File: src/inc/fbd_map.svh
// Timing constants of the full-bridge drive sequencer.
// Assumes a 10 MHz functional clock; every count is derived from the times below.
`ifndef FBD_MAP_SVH
`define FBD_MAP_SVH

`define FBD_CLK_HZ        10000000
`define FBD_OSC_HZ        250000
`define FBD_DEAD_NS       180
`define FBD_WAIT_NS       500
`define FBD_FALLBACK_PER  6
`define FBD_THERM_PER     256

// Least times round up, longest times round down
`define FBD_OSC_CYC       (`FBD_CLK_HZ / `FBD_OSC_HZ)
`define FBD_HALF_CYC      (`FBD_OSC_CYC / 2)
`define FBD_DEAD_CYC      ((`FBD_DEAD_NS * (`FBD_CLK_HZ / 1000000) + 999) / 1000)
`define FBD_WAIT_CYC      ((`FBD_WAIT_NS * (`FBD_CLK_HZ / 1000000)) / 1000)
`define FBD_FALLBACK_CYC  (`FBD_FALLBACK_PER * `FBD_OSC_CYC)
`define FBD_THERM_CYC     (`FBD_THERM_PER * `FBD_OSC_CYC)

`define FBD_HC_W          5
`define FBD_DC_W          3
`define FBD_SC_W          8
`define FBD_TC_W          14

`define FBD_SYNC_RST      1'b1

`endif

File: src/inc/fbd_pkg.sv
// Types of the full-bridge drive sequencer.
// Widths come from fbd_map.svh, which must be on the include path.
`include "fbd_map.svh"

package fbd_pkg;

	typedef enum logic [1:0] {
		FBD_IDLE,
		FBD_DEAD,
		FBD_ON,
		FBD_THERM
	} fbd_state_t;

	typedef struct packed {
		logic gate_one;
		logic gate_two;
	} fbd_drive_t;

	typedef struct packed {
		logic [2:0]            sync_sh;
		logic [1:0]            en_sh;
		logic [1:0]            dda_sh;
		logic [1:0]            ddb_sh;
		logic [1:0]            ot_sh;
		logic [1:0]            tok_sh;
		fbd_state_t            state;
		logic                  phase;
		logic                  ext_mode;
		logic [`FBD_HC_W-1:0]  hc;
		logic [`FBD_DC_W-1:0]  dc;
		logic [`FBD_SC_W-1:0]  sc;
		logic [`FBD_TC_W-1:0]  tc;
		fbd_drive_t            drive;
		logic                  standby;
	} fbd_regs_t;

endpackage

File: src/design/fbd_seq.sv
// Full-bridge drive sequencer: clock source choice, two-phase gate drive, dead time, shutdown.
// Assumes pins arrive asynchronous to mclk_i; the analog stage owns the switches themselves.
//
// Notes on behaviour
// - Sync pin high: internal 250 kHz, fixed dead
// - Sync pin low: internal 250 kHz, adaptive dead
// - External sync clock divided by two
// - Both phases equal duration, symmetric
// - Enable low stops switching; high runs
// - Enable low: standby, all switches off
// - Fixed dead time nominal 180 ns
// - Adaptive: turn on after drain drop
// - Adaptive wait at most 500 ns
// - Thermal off at least 256 periods
// - Six quiet periods: back to internal
// - No drain drop: turn on at limit
// - Restart needs cool and elapsed wait
// - Dead time holds both gates low
`timescale 1ns/1ps
`include "fbd_map.svh"

module fbd_seq #(
	parameter int THERM_OFF_CYC = `FBD_THERM_CYC
) (
	input  wire logic mclk_i,
	input  wire logic rst_n_i,
	input  wire logic sync_clk_i,
	input  wire logic enable_i,
	input  wire logic drain_drop_a_i,
	input  wire logic drain_drop_b_i,
	input  wire logic over_temp_i,
	input  wire logic temp_ok_i,
	output logic      gate_phase_one_o,
	output logic      gate_phase_two_o,
	output logic      standby_o,
	output logic      ext_clk_mode_o,
	output logic      adaptive_mode_o,
	output logic      thermal_off_o
);

	localparam logic [`FBD_HC_W-1:0] HALF_LAST  = `FBD_HC_W'(`FBD_HALF_CYC - 1);
	localparam logic [`FBD_DC_W-1:0] DEAD_LAST  = `FBD_DC_W'(`FBD_DEAD_CYC - 1);
	localparam logic [`FBD_DC_W-1:0] WAIT_LAST  = `FBD_DC_W'(`FBD_WAIT_CYC - 1);
	localparam logic [`FBD_SC_W-1:0] FALL_LAST  = `FBD_SC_W'(`FBD_FALLBACK_CYC - 1);
	localparam logic [`FBD_TC_W-1:0] THERM_LAST = `FBD_TC_W'(THERM_OFF_CYC - 1);

	fbd_pkg::fbd_regs_t st_ff;
	fbd_pkg::fbd_regs_t nxt_st;

	logic sync_lvl;
	logic sync_rise;
	logic sync_edge;
	logic adaptive;
	logic tick;
	logic drop_seen;
	logic dead_done;

	// Only the second and third sync stages are looked at
	assign sync_lvl  = st_ff.sync_sh[1];
	assign sync_rise = st_ff.sync_sh[1] & ~st_ff.sync_sh[2];
	assign sync_edge = st_ff.sync_sh[1] ^ st_ff.sync_sh[2];
	assign adaptive  = ~st_ff.ext_mode & ~sync_lvl;
	// External mode: each rising edge flips the phase, so drive runs at half rate
	assign tick      = st_ff.ext_mode ? sync_rise : (st_ff.hc == HALF_LAST);
	// Phase 0 turns on gate one, which waits for node a to fall
	assign drop_seen = st_ff.phase ? st_ff.ddb_sh[1] : st_ff.dda_sh[1];
	// At or past the limit, so a mode change in mid-wait cannot skip the end point
	assign dead_done = adaptive ? (drop_seen || st_ff.dc >= WAIT_LAST)
	                            : (st_ff.dc >= DEAD_LAST);

	always_comb begin
		nxt_st = st_ff;
		nxt_st.sync_sh = {st_ff.sync_sh[1:0], sync_clk_i};
		nxt_st.en_sh   = {st_ff.en_sh[0], enable_i};
		nxt_st.dda_sh  = {st_ff.dda_sh[0], drain_drop_a_i};
		nxt_st.ddb_sh  = {st_ff.ddb_sh[0], drain_drop_b_i};
		nxt_st.ot_sh   = {st_ff.ot_sh[0], over_temp_i};
		nxt_st.tok_sh  = {st_ff.tok_sh[0], temp_ok_i};

		// Source detection: any edge restarts the quiet count
		if (sync_edge) begin
			nxt_st.sc = '0;
			if (sync_rise) begin
				nxt_st.ext_mode = 1'b1;
			end
		end else if (st_ff.sc == FALL_LAST) begin
			nxt_st.ext_mode = 1'b0;
		end else begin
			nxt_st.sc = st_ff.sc + 1'b1;
		end

		// Internal oscillator, held at zero while synchronised externally
		if (st_ff.ext_mode || st_ff.hc == HALF_LAST) begin
			nxt_st.hc = '0;
		end else begin
			nxt_st.hc = st_ff.hc + 1'b1;
		end

		if (tick) begin
			nxt_st.phase = ~st_ff.phase;
		end
		nxt_st.standby = ~st_ff.en_sh[1];

		if (st_ff.ot_sh[1]) begin
			// Trip restarts the cooldown; hotter again means longer off time
			nxt_st.state = fbd_pkg::FBD_THERM;
			nxt_st.tc    = '0;
			nxt_st.drive = '0;
		end else if (st_ff.state == fbd_pkg::FBD_THERM) begin
			nxt_st.drive = '0;
			if (st_ff.tc != THERM_LAST) begin
				nxt_st.tc = st_ff.tc + 1'b1;
			end else if (st_ff.tok_sh[1]) begin
				nxt_st.state = fbd_pkg::FBD_IDLE;
			end
		end else if (!st_ff.en_sh[1]) begin
			nxt_st.state = fbd_pkg::FBD_IDLE;
			nxt_st.drive = '0;
		end else if (tick) begin
			nxt_st.state = fbd_pkg::FBD_DEAD;
			nxt_st.dc    = '0;
			nxt_st.drive = '0;
		end else begin
			case (st_ff.state)
				fbd_pkg::FBD_DEAD: begin
					if (dead_done) begin
						nxt_st.state          = fbd_pkg::FBD_ON;
						nxt_st.drive.gate_one = ~st_ff.phase;
						nxt_st.drive.gate_two = st_ff.phase;
					end else begin
						nxt_st.dc = st_ff.dc + 1'b1;
					end
				end
				default: begin
				end
			endcase
		end
	end

	always_ff @(posedge mclk_i) begin
		if (!rst_n_i) begin
			st_ff          <= '0;
			st_ff.sync_sh  <= {3{`FBD_SYNC_RST}};
			st_ff.state    <= fbd_pkg::FBD_IDLE;
			st_ff.standby  <= 1'b1;
		end else begin
			st_ff <= nxt_st;
		end
	end

	assign gate_phase_one_o = st_ff.drive.gate_one;
	assign gate_phase_two_o = st_ff.drive.gate_two;
	assign standby_o        = st_ff.standby;
	assign ext_clk_mode_o   = st_ff.ext_mode;
	assign adaptive_mode_o  = adaptive;
	assign thermal_off_o    = (st_ff.state == fbd_pkg::FBD_THERM);

	// Checks
	localparam int WAIT_N = `FBD_WAIT_CYC;
	localparam int DEAD_N = `FBD_DEAD_CYC;
endmodule

File: config.mk
export PLATFORM = sky130hd
export DESIGN_NAME = fbd_seq
export DESIGN_NICKNAME = d
export VERILOG_FILES = /design/src/inc/fbd_pkg.sv /design/src/design/fbd_seq.sv
export VERILOG_INCLUDE_DIRS = /design/src /design/src/inc
export SDC_FILE = /design/constraint.sdc
export NUM_CORES = 1
export LEC_CHECK = 0
export ABC_AREA = 1
export BUFFER_PORTS_ARGS = -buffer_cell sky130_fd_sc_hd__buf_2
export CORE_ASPECT_RATIO = 0.9
export CORE_MARGIN = 4
export CORE_UTILIZATION = 40
export CTS_CLUSTER_SIZE = 24
export DETAILED_ROUTE_END_ITERATION = 8
export PLACE_DENSITY = 0.58
export SYNTH_ARGS = -nofsm -noshare
export SYNTH_HDL_FRONTEND = slang
export SYNTH_SLANG_ARGS = --single-unit
File: constraint.sdc
create_clock -name mclk_i -period 1.5 [get_ports mclk_i]
set_input_delay 0.225 -clock mclk_i [delete_from_list [all_inputs] [get_ports mclk_i]]
set_output_delay 0.225 -clock mclk_i [all_outputs]
set_load 0.02 [all_outputs]
==> results of run 1 <==
==> cells by family after synthesis <==
group | Yosys count | synth area share (%)
DFF | 50 | 43.6
xor gates and xnor gates | 12 | 4.58
adders and majority gates | 6 | 3.27
and+or+nand+nor | 158 | 30.1
AOI/OAI and AO/OA | 36 | 8.17
buffers and inverters | 58 | 10.3
==> report_power, final <==
group / switching, W / internal, W / total (W) / leakage [nW]
registers: 0.0000205 / 0.00136 / 0.00138 / 0.409
logic: 0.0000872 / 0.0000585 / 0.000146 / 0.750
clock network: 0.000440 / 0.000371 / 0.000812 / 0.0472
==> per-layer routing <==
layer / vias to the layer above / GRT usage (%) / wire (um)
li1: 1059 / - / -
met1: 848 / 17.3 / 2200
met2: 17 / 21.8 / 1850
met3: 6 / 3.72 / 116
met4: 0 / 4.45 / 53
met5: - / 0 / 0
==> state kept, by name, summed over array words and instances, names as in the netlist <==
| name | count |
|---|---|
| ext_clk_mode_o | 1 |
| gate_phase_one_o | 1 |
| gate_phase_two_o | 1 |
| standby_o | 1 |
| nxt_st | 7 |
| st_ff | 39 |
==> worst max-delay path, cell delays in order (launching register included) <==
cell and delay, ns:
dfxtp_2 0.36, ha_4 0.15, nand3_4 0.10, nor3_4 0.20
nand2_2 0.08, nand2_4 0.11, buf_4 0.14, nand2_1 0.06
a21oi_2 0.12
==> stage by stage <==
stage,util [%],instance area (um2),setup TNS (ns)
after floorplan,-,2300,0
after global placement,46.7,2520,0
after detailed placement,46.7,2520,0
after CTS,48.4,2620,0
after global routing,50.8,2750,-0.0478
final,50.8,2750,0
==> area by class of cell <==
| class | count | area [um2] | area share, % |
|---|---|---|---|
| Multi-Input combinational cell | 212 | 1150 | 41.8 |
| Sequential cell | 50 | 1010 | 36.7 |
| Timing Repair Buffer | 32 | 208 | 7.56 |
| Inverter | 54 | 203 | 7.38 |
| Tap cell | 67 | 83.8 | 3.05 |
| Clock buffer | 6 | 82.6 | 3.01 |
| Clock inverter | 2 | 12.5 | 0.455 |
==> worst max path at each step <==
stage	startpoint	to	slack, ns	cells past startpoint
2_1_floorplan	ext_clk_mode_o	st_ff[36]	0.02	8
3_3_place_gp	st_ff[3]	st_ff[12]	0.07	8
3_5_place_dp	st_ff[3]	st_ff[7]	0.07	8
4_1_cts	st_ff[4]	st_ff[7]	0.04	8
5_1_grt	st_ff[17]	st_ff[17]	-0.03	9
6_report	st_ff[4]	st_ff[7]	0.10	8
==> synthesized netlist by cell type (5+ instances only) <==
cell and count:
dfxtp_1 50, xnor2_1 5, inv_1 48, ha_1 6, a21oi_1 25, nand3_1 20, xor2_1 7, inv_2 5
nor2_1 32, nand2_1 87
==> what timing repair did <==
| action | 4_1_cts | 5_1_grt |
|---|---|---|
| resized for setup | 0 | 26 |
| endpoints found under the setup margin | 0 | 23 |
| setup buffers | 0 | 4 |
==> reports/metrics.cfg, run 1 <==
[setup_path]
startpoint_type=flop
timing.rr.start=st_ff[4]
crit_required_ns=1.73
r2r_slack_ns=0.10
worst-r2r-cell-count=8
end_kind=flop
arrival_ns=1.63
worstPathMaxFanout=7
rr_endpoint=st_ff[7]
critPathKind=flop to flop

[layout]
layout_common_cells=nand2_1, inv_1, dfxtp_1
fillers=553
antennaDiodeCount=0
layout.cells.non_filler=423
syn_to_final_growth_pct=19.6
nets=369
final_common_cell=nand2_1
drive_gt1_share_pct=21.6

[logic_synthesis]
seq_area_frac_synth_pct=43.6
syn_area_mm2=0.00230
synth_edf_count=0
avgSynthCellArea_um2=7.18
ys_seq_elements=50
synthArstFlopShare_pct=0
yosys_warnings=0
netlist_instances=320
synthFlopType=dfxtp_1
synth_area_leaders=dfxtp_1, nand2_1, inv_1
synth_cell_types=30
yosysTopAreaCell=dfxtp_1
synth.top_cell.area_share_pct=43.6
synth_nets=334

[min_path]
hold-path-cell-count=3
min_path_type=primary input to flop
worstHoldEndpoint=nxt_st[38]
worstHoldStart=temp_ok_i

[drt]
wl_per_cell_um=9.98
num_vias=1930
drcViolationCount=0
drtIter0Drc=86
dr.pass1.iters=4
wl_mm=4.22
ant_nets=0
post_drt_via_cell_ratio=4.56

[clock_tree]
clk_latency_ns=0.30
cts_hold_buf=0
cts_buffer_depth=2
cts_tree=done
cts-root-buf=clkbuf_8
cts_sinks=50
clkTransAtPathRegs_ns=0.09
htree_levels=2
numCtsBuffers=5

[power]
p_leak_nw=1.21
power_density_mw_per_mm2=852
finalPower_w=0.00234
vdd_ir_drop_max_v=0.000703

[floorplan]
fp.dieH_um=79.9
num_rows=25
ios=14
core_mm2=0.00541
dieArea_mm2=0.00702
die_w_um=87.9
start_util_pct=42.5

[timing]
post-route-min-period_ns=1.40
skew_ns=0.00497
hold_viol=0
finalCritPeriodShare_pct=93.2
relSlewSlack_pct=80.1
post-route-worst-setup-slack_ns=0.102
worst_slew_pin_slew_ns=0.297
report.final.setup_viol=0
hold_ws_ns=0.103
maxSlewViolCount=0
max_freq_mhz=715

[grt]
grt_antenna_before_repair=0
grt_pass1_vias=1802
globalRoute.totalOverflow=0
grt_util_all_layers_pct=13.5
grt_pass1_wl_mm=7.57
grt_max_degree=17

[place]
portBuffers=13
dp.cells=411
place_ws_ns=0.0746
place_congestion=0.756
post-dp-hpwl_mm=3.08

[outcome]
run_status=complete, no violations

[flow_run]
maxCapViolCount=0

Note: power is estimated with default switching activity, not from simulation.
==> run 2, diff against run 1 <==
- PLACE_DENSITY: 0.58 -> 0.66
==> run 2 against run 1 <==
  * Routed wire length decreased by 0.90%
  * Clock skew increased by 0.0081 ns
  * Sequential power about the same
  * Via count about the same
  * Sequential cell count unchanged
==> reports/metrics.cfg, run 2 (synthesized netlist as in run 1, its figures left out) <==
[outcome]
run_status=complete, no violations

[drt]
num_vias=1931  ; +0.052%
post_drt_via_cell_ratio=4.63  ; +1.5%
dr.pass1.iters=4  ; unchanged
drtIter0Drc=74  ; -14%
ant_nets=0  ; unchanged
drcViolationCount=0  ; unchanged
wl_mm=4.18  ; -0.90%
wl_per_cell_um=10.0  ; +0.53%

[clock_tree]
clk_latency_ns=0.30  ; about the same
htree_levels=2  ; unchanged
cts-root-buf=clkbuf_8
clkTransAtPathRegs_ns=0.10  ; about the same
cts_tree=done
numCtsBuffers=5  ; unchanged
cts_buffer_depth=2  ; unchanged
cts_sinks=50  ; unchanged

[layout]
antennaDiodeCount=0  ; unchanged
fillers=521  ; -5.8%
syn_to_final_growth_pct=15.8
final_common_cell=nand2_1
drive_gt1_share_pct=16.9  ; -4.8 points
top_register=st_ff
largest_register_ffs=39  ; unchanged
nets=363  ; -1.6%
layout_common_cells=nand2_1, inv_1, dfxtp_1

[timing]
post-route-min-period_ns=1.38  ; -0.0203 ns
hold_viol=0  ; unchanged
relSlewSlack_pct=80.7  ; +0.62 points
rsz0062_at_grt=true
report.final.setup_viol=0  ; unchanged
finalCritPeriodShare_pct=91.9  ; -1.4 points
max_freq_mhz=726  ; +1.5%
worst_slew_pin_slew_ns=0.288  ; -0.00876 ns
skew_ns=0.0131  ; +0.00812 ns
maxSlewViolCount=0  ; unchanged
hold_ws_ns=0.0926  ; -0.0101 ns

[place]
post-dp-hpwl_mm=3.07  ; -0.57%
portBuffers=13  ; unchanged
place_congestion=0.803  ; +6.3%

[min_path]
min_path_type=primary input to flop

[floorplan]
core_mm2=0.00541  ; unchanged
start_util_pct=42.5  ; unchanged
die_w_um=87.9  ; unchanged
dieArea_mm2=0.00702  ; unchanged
fp.dieH_um=79.9  ; unchanged
ios=14  ; unchanged
num_rows=25  ; unchanged

[grt]
grt_max_degree=20  ; +3
grt_pass1_wl_mm=7.57  ; unchanged
globalRoute.totalOverflow=0  ; unchanged
grt_util_all_layers_pct=13.5  ; about the same
grt_antenna_before_repair=0  ; unchanged
grt_pass1_vias=1814  ; +0.67%

[power]
power_density_mw_per_mm2=862  ; +1.2%
vdd_ir_drop_max_v=0.000578  ; -18%
finalPower_w=0.00229  ; -2.0%
p_leak_nw=1.18  ; -2.4%

[setup_path]
critPathKind=flop to flop
arrival_ns=1.59  ; -0.04 ns
worstPathMaxFanout=5  ; -2
end_kind=flop
startpoint_type=flop
crit_required_ns=1.71  ; -0.02 ns

[flow_run]
maxCapViolCount=0  ; unchanged

run 2: changes by cell type in the layout (fill, tap and decap cells not counted), moves of 3 or more:
cell / change
nor2_2: -4
nor2_1: +3
buf_4: -7
dfxtp_2: -3
dfxtp_1: +3
run 2: worst paths after layout:
check / to / cells after the start / slack (ns) / start
min reg2reg: standby_o / 1 / 0.40 / st_ff[46]
max: st_ff[36] / 9 / 0.12 / st_ff[28]
min: nxt_st[38] / 3 / 0.09 / temp_ok_i
max reg2reg: st_ff[36] / 9 / 0.12 / st_ff[28]
run 2: where the power goes:
part | switching, W | total, W | internal (W)
clock network | 0.000450 | 0.000779 | 0.000329
registers | 0.0000193 | 0.00138 | 0.00136
logic | 0.0000820 | 0.000133 | 0.0000514
run 2: layer usage:
metal,vias up,track usage (%),wire length [um]
met5,-,0,0
met4,0,4.60,59
met3,7,3.10,152
met2,26,22.4,1880
met1,848,17.1,2090
li1,1050,-,-
run 2: stage by stage:
step                      instances  instance area (um2)  worst slack, ns  TNS (ns)  util (%)
after floorplan                 320                 2300           0.0202         0         -
after global placement          407                 2490           0.0459         0      46.1
after detailed placement        407                 2490           0.0348         0      46.1
after CTS                       417                 2600           0.0227         0      48.1
after global routing            417                 2660          -0.0375   -0.0375      49.2
final                           417                 2660            0.122         0      49.2
run 2: final cells by class:
type,instances,area [um2],share of cell area [%]
Multi-Input combinational cell,212,1110,41.9
Sequential cell,50,1000,37.8
Inverter,54,203,7.62
Timing Repair Buffer,26,166,6.26
Tap cell,67,83.8,3.15
Clock buffer,5,68.8,2.59
Clock inverter,3,18.8,0.706
run 2: worst max-delay path: stages, from the launching register on:
cell     delay, ns
dfxtp_1       0.33
ha_1          0.21
inv_1         0.08
nor2_2        0.05
nand3_1       0.11
nand2_2       0.11
nor2_4        0.14
nand2_1       0.08
a21oi_1       0.13
nor2_1        0.05
run 2: timing repair:
action,CTS,global route
hold endpoints to repair,0,0
pin swaps,1,2
gates cloned,0,0
gates resized for setup,2,13
buffers inserted,2,0
endpoints found under the setup margin,1,23
hold buffers,0,0
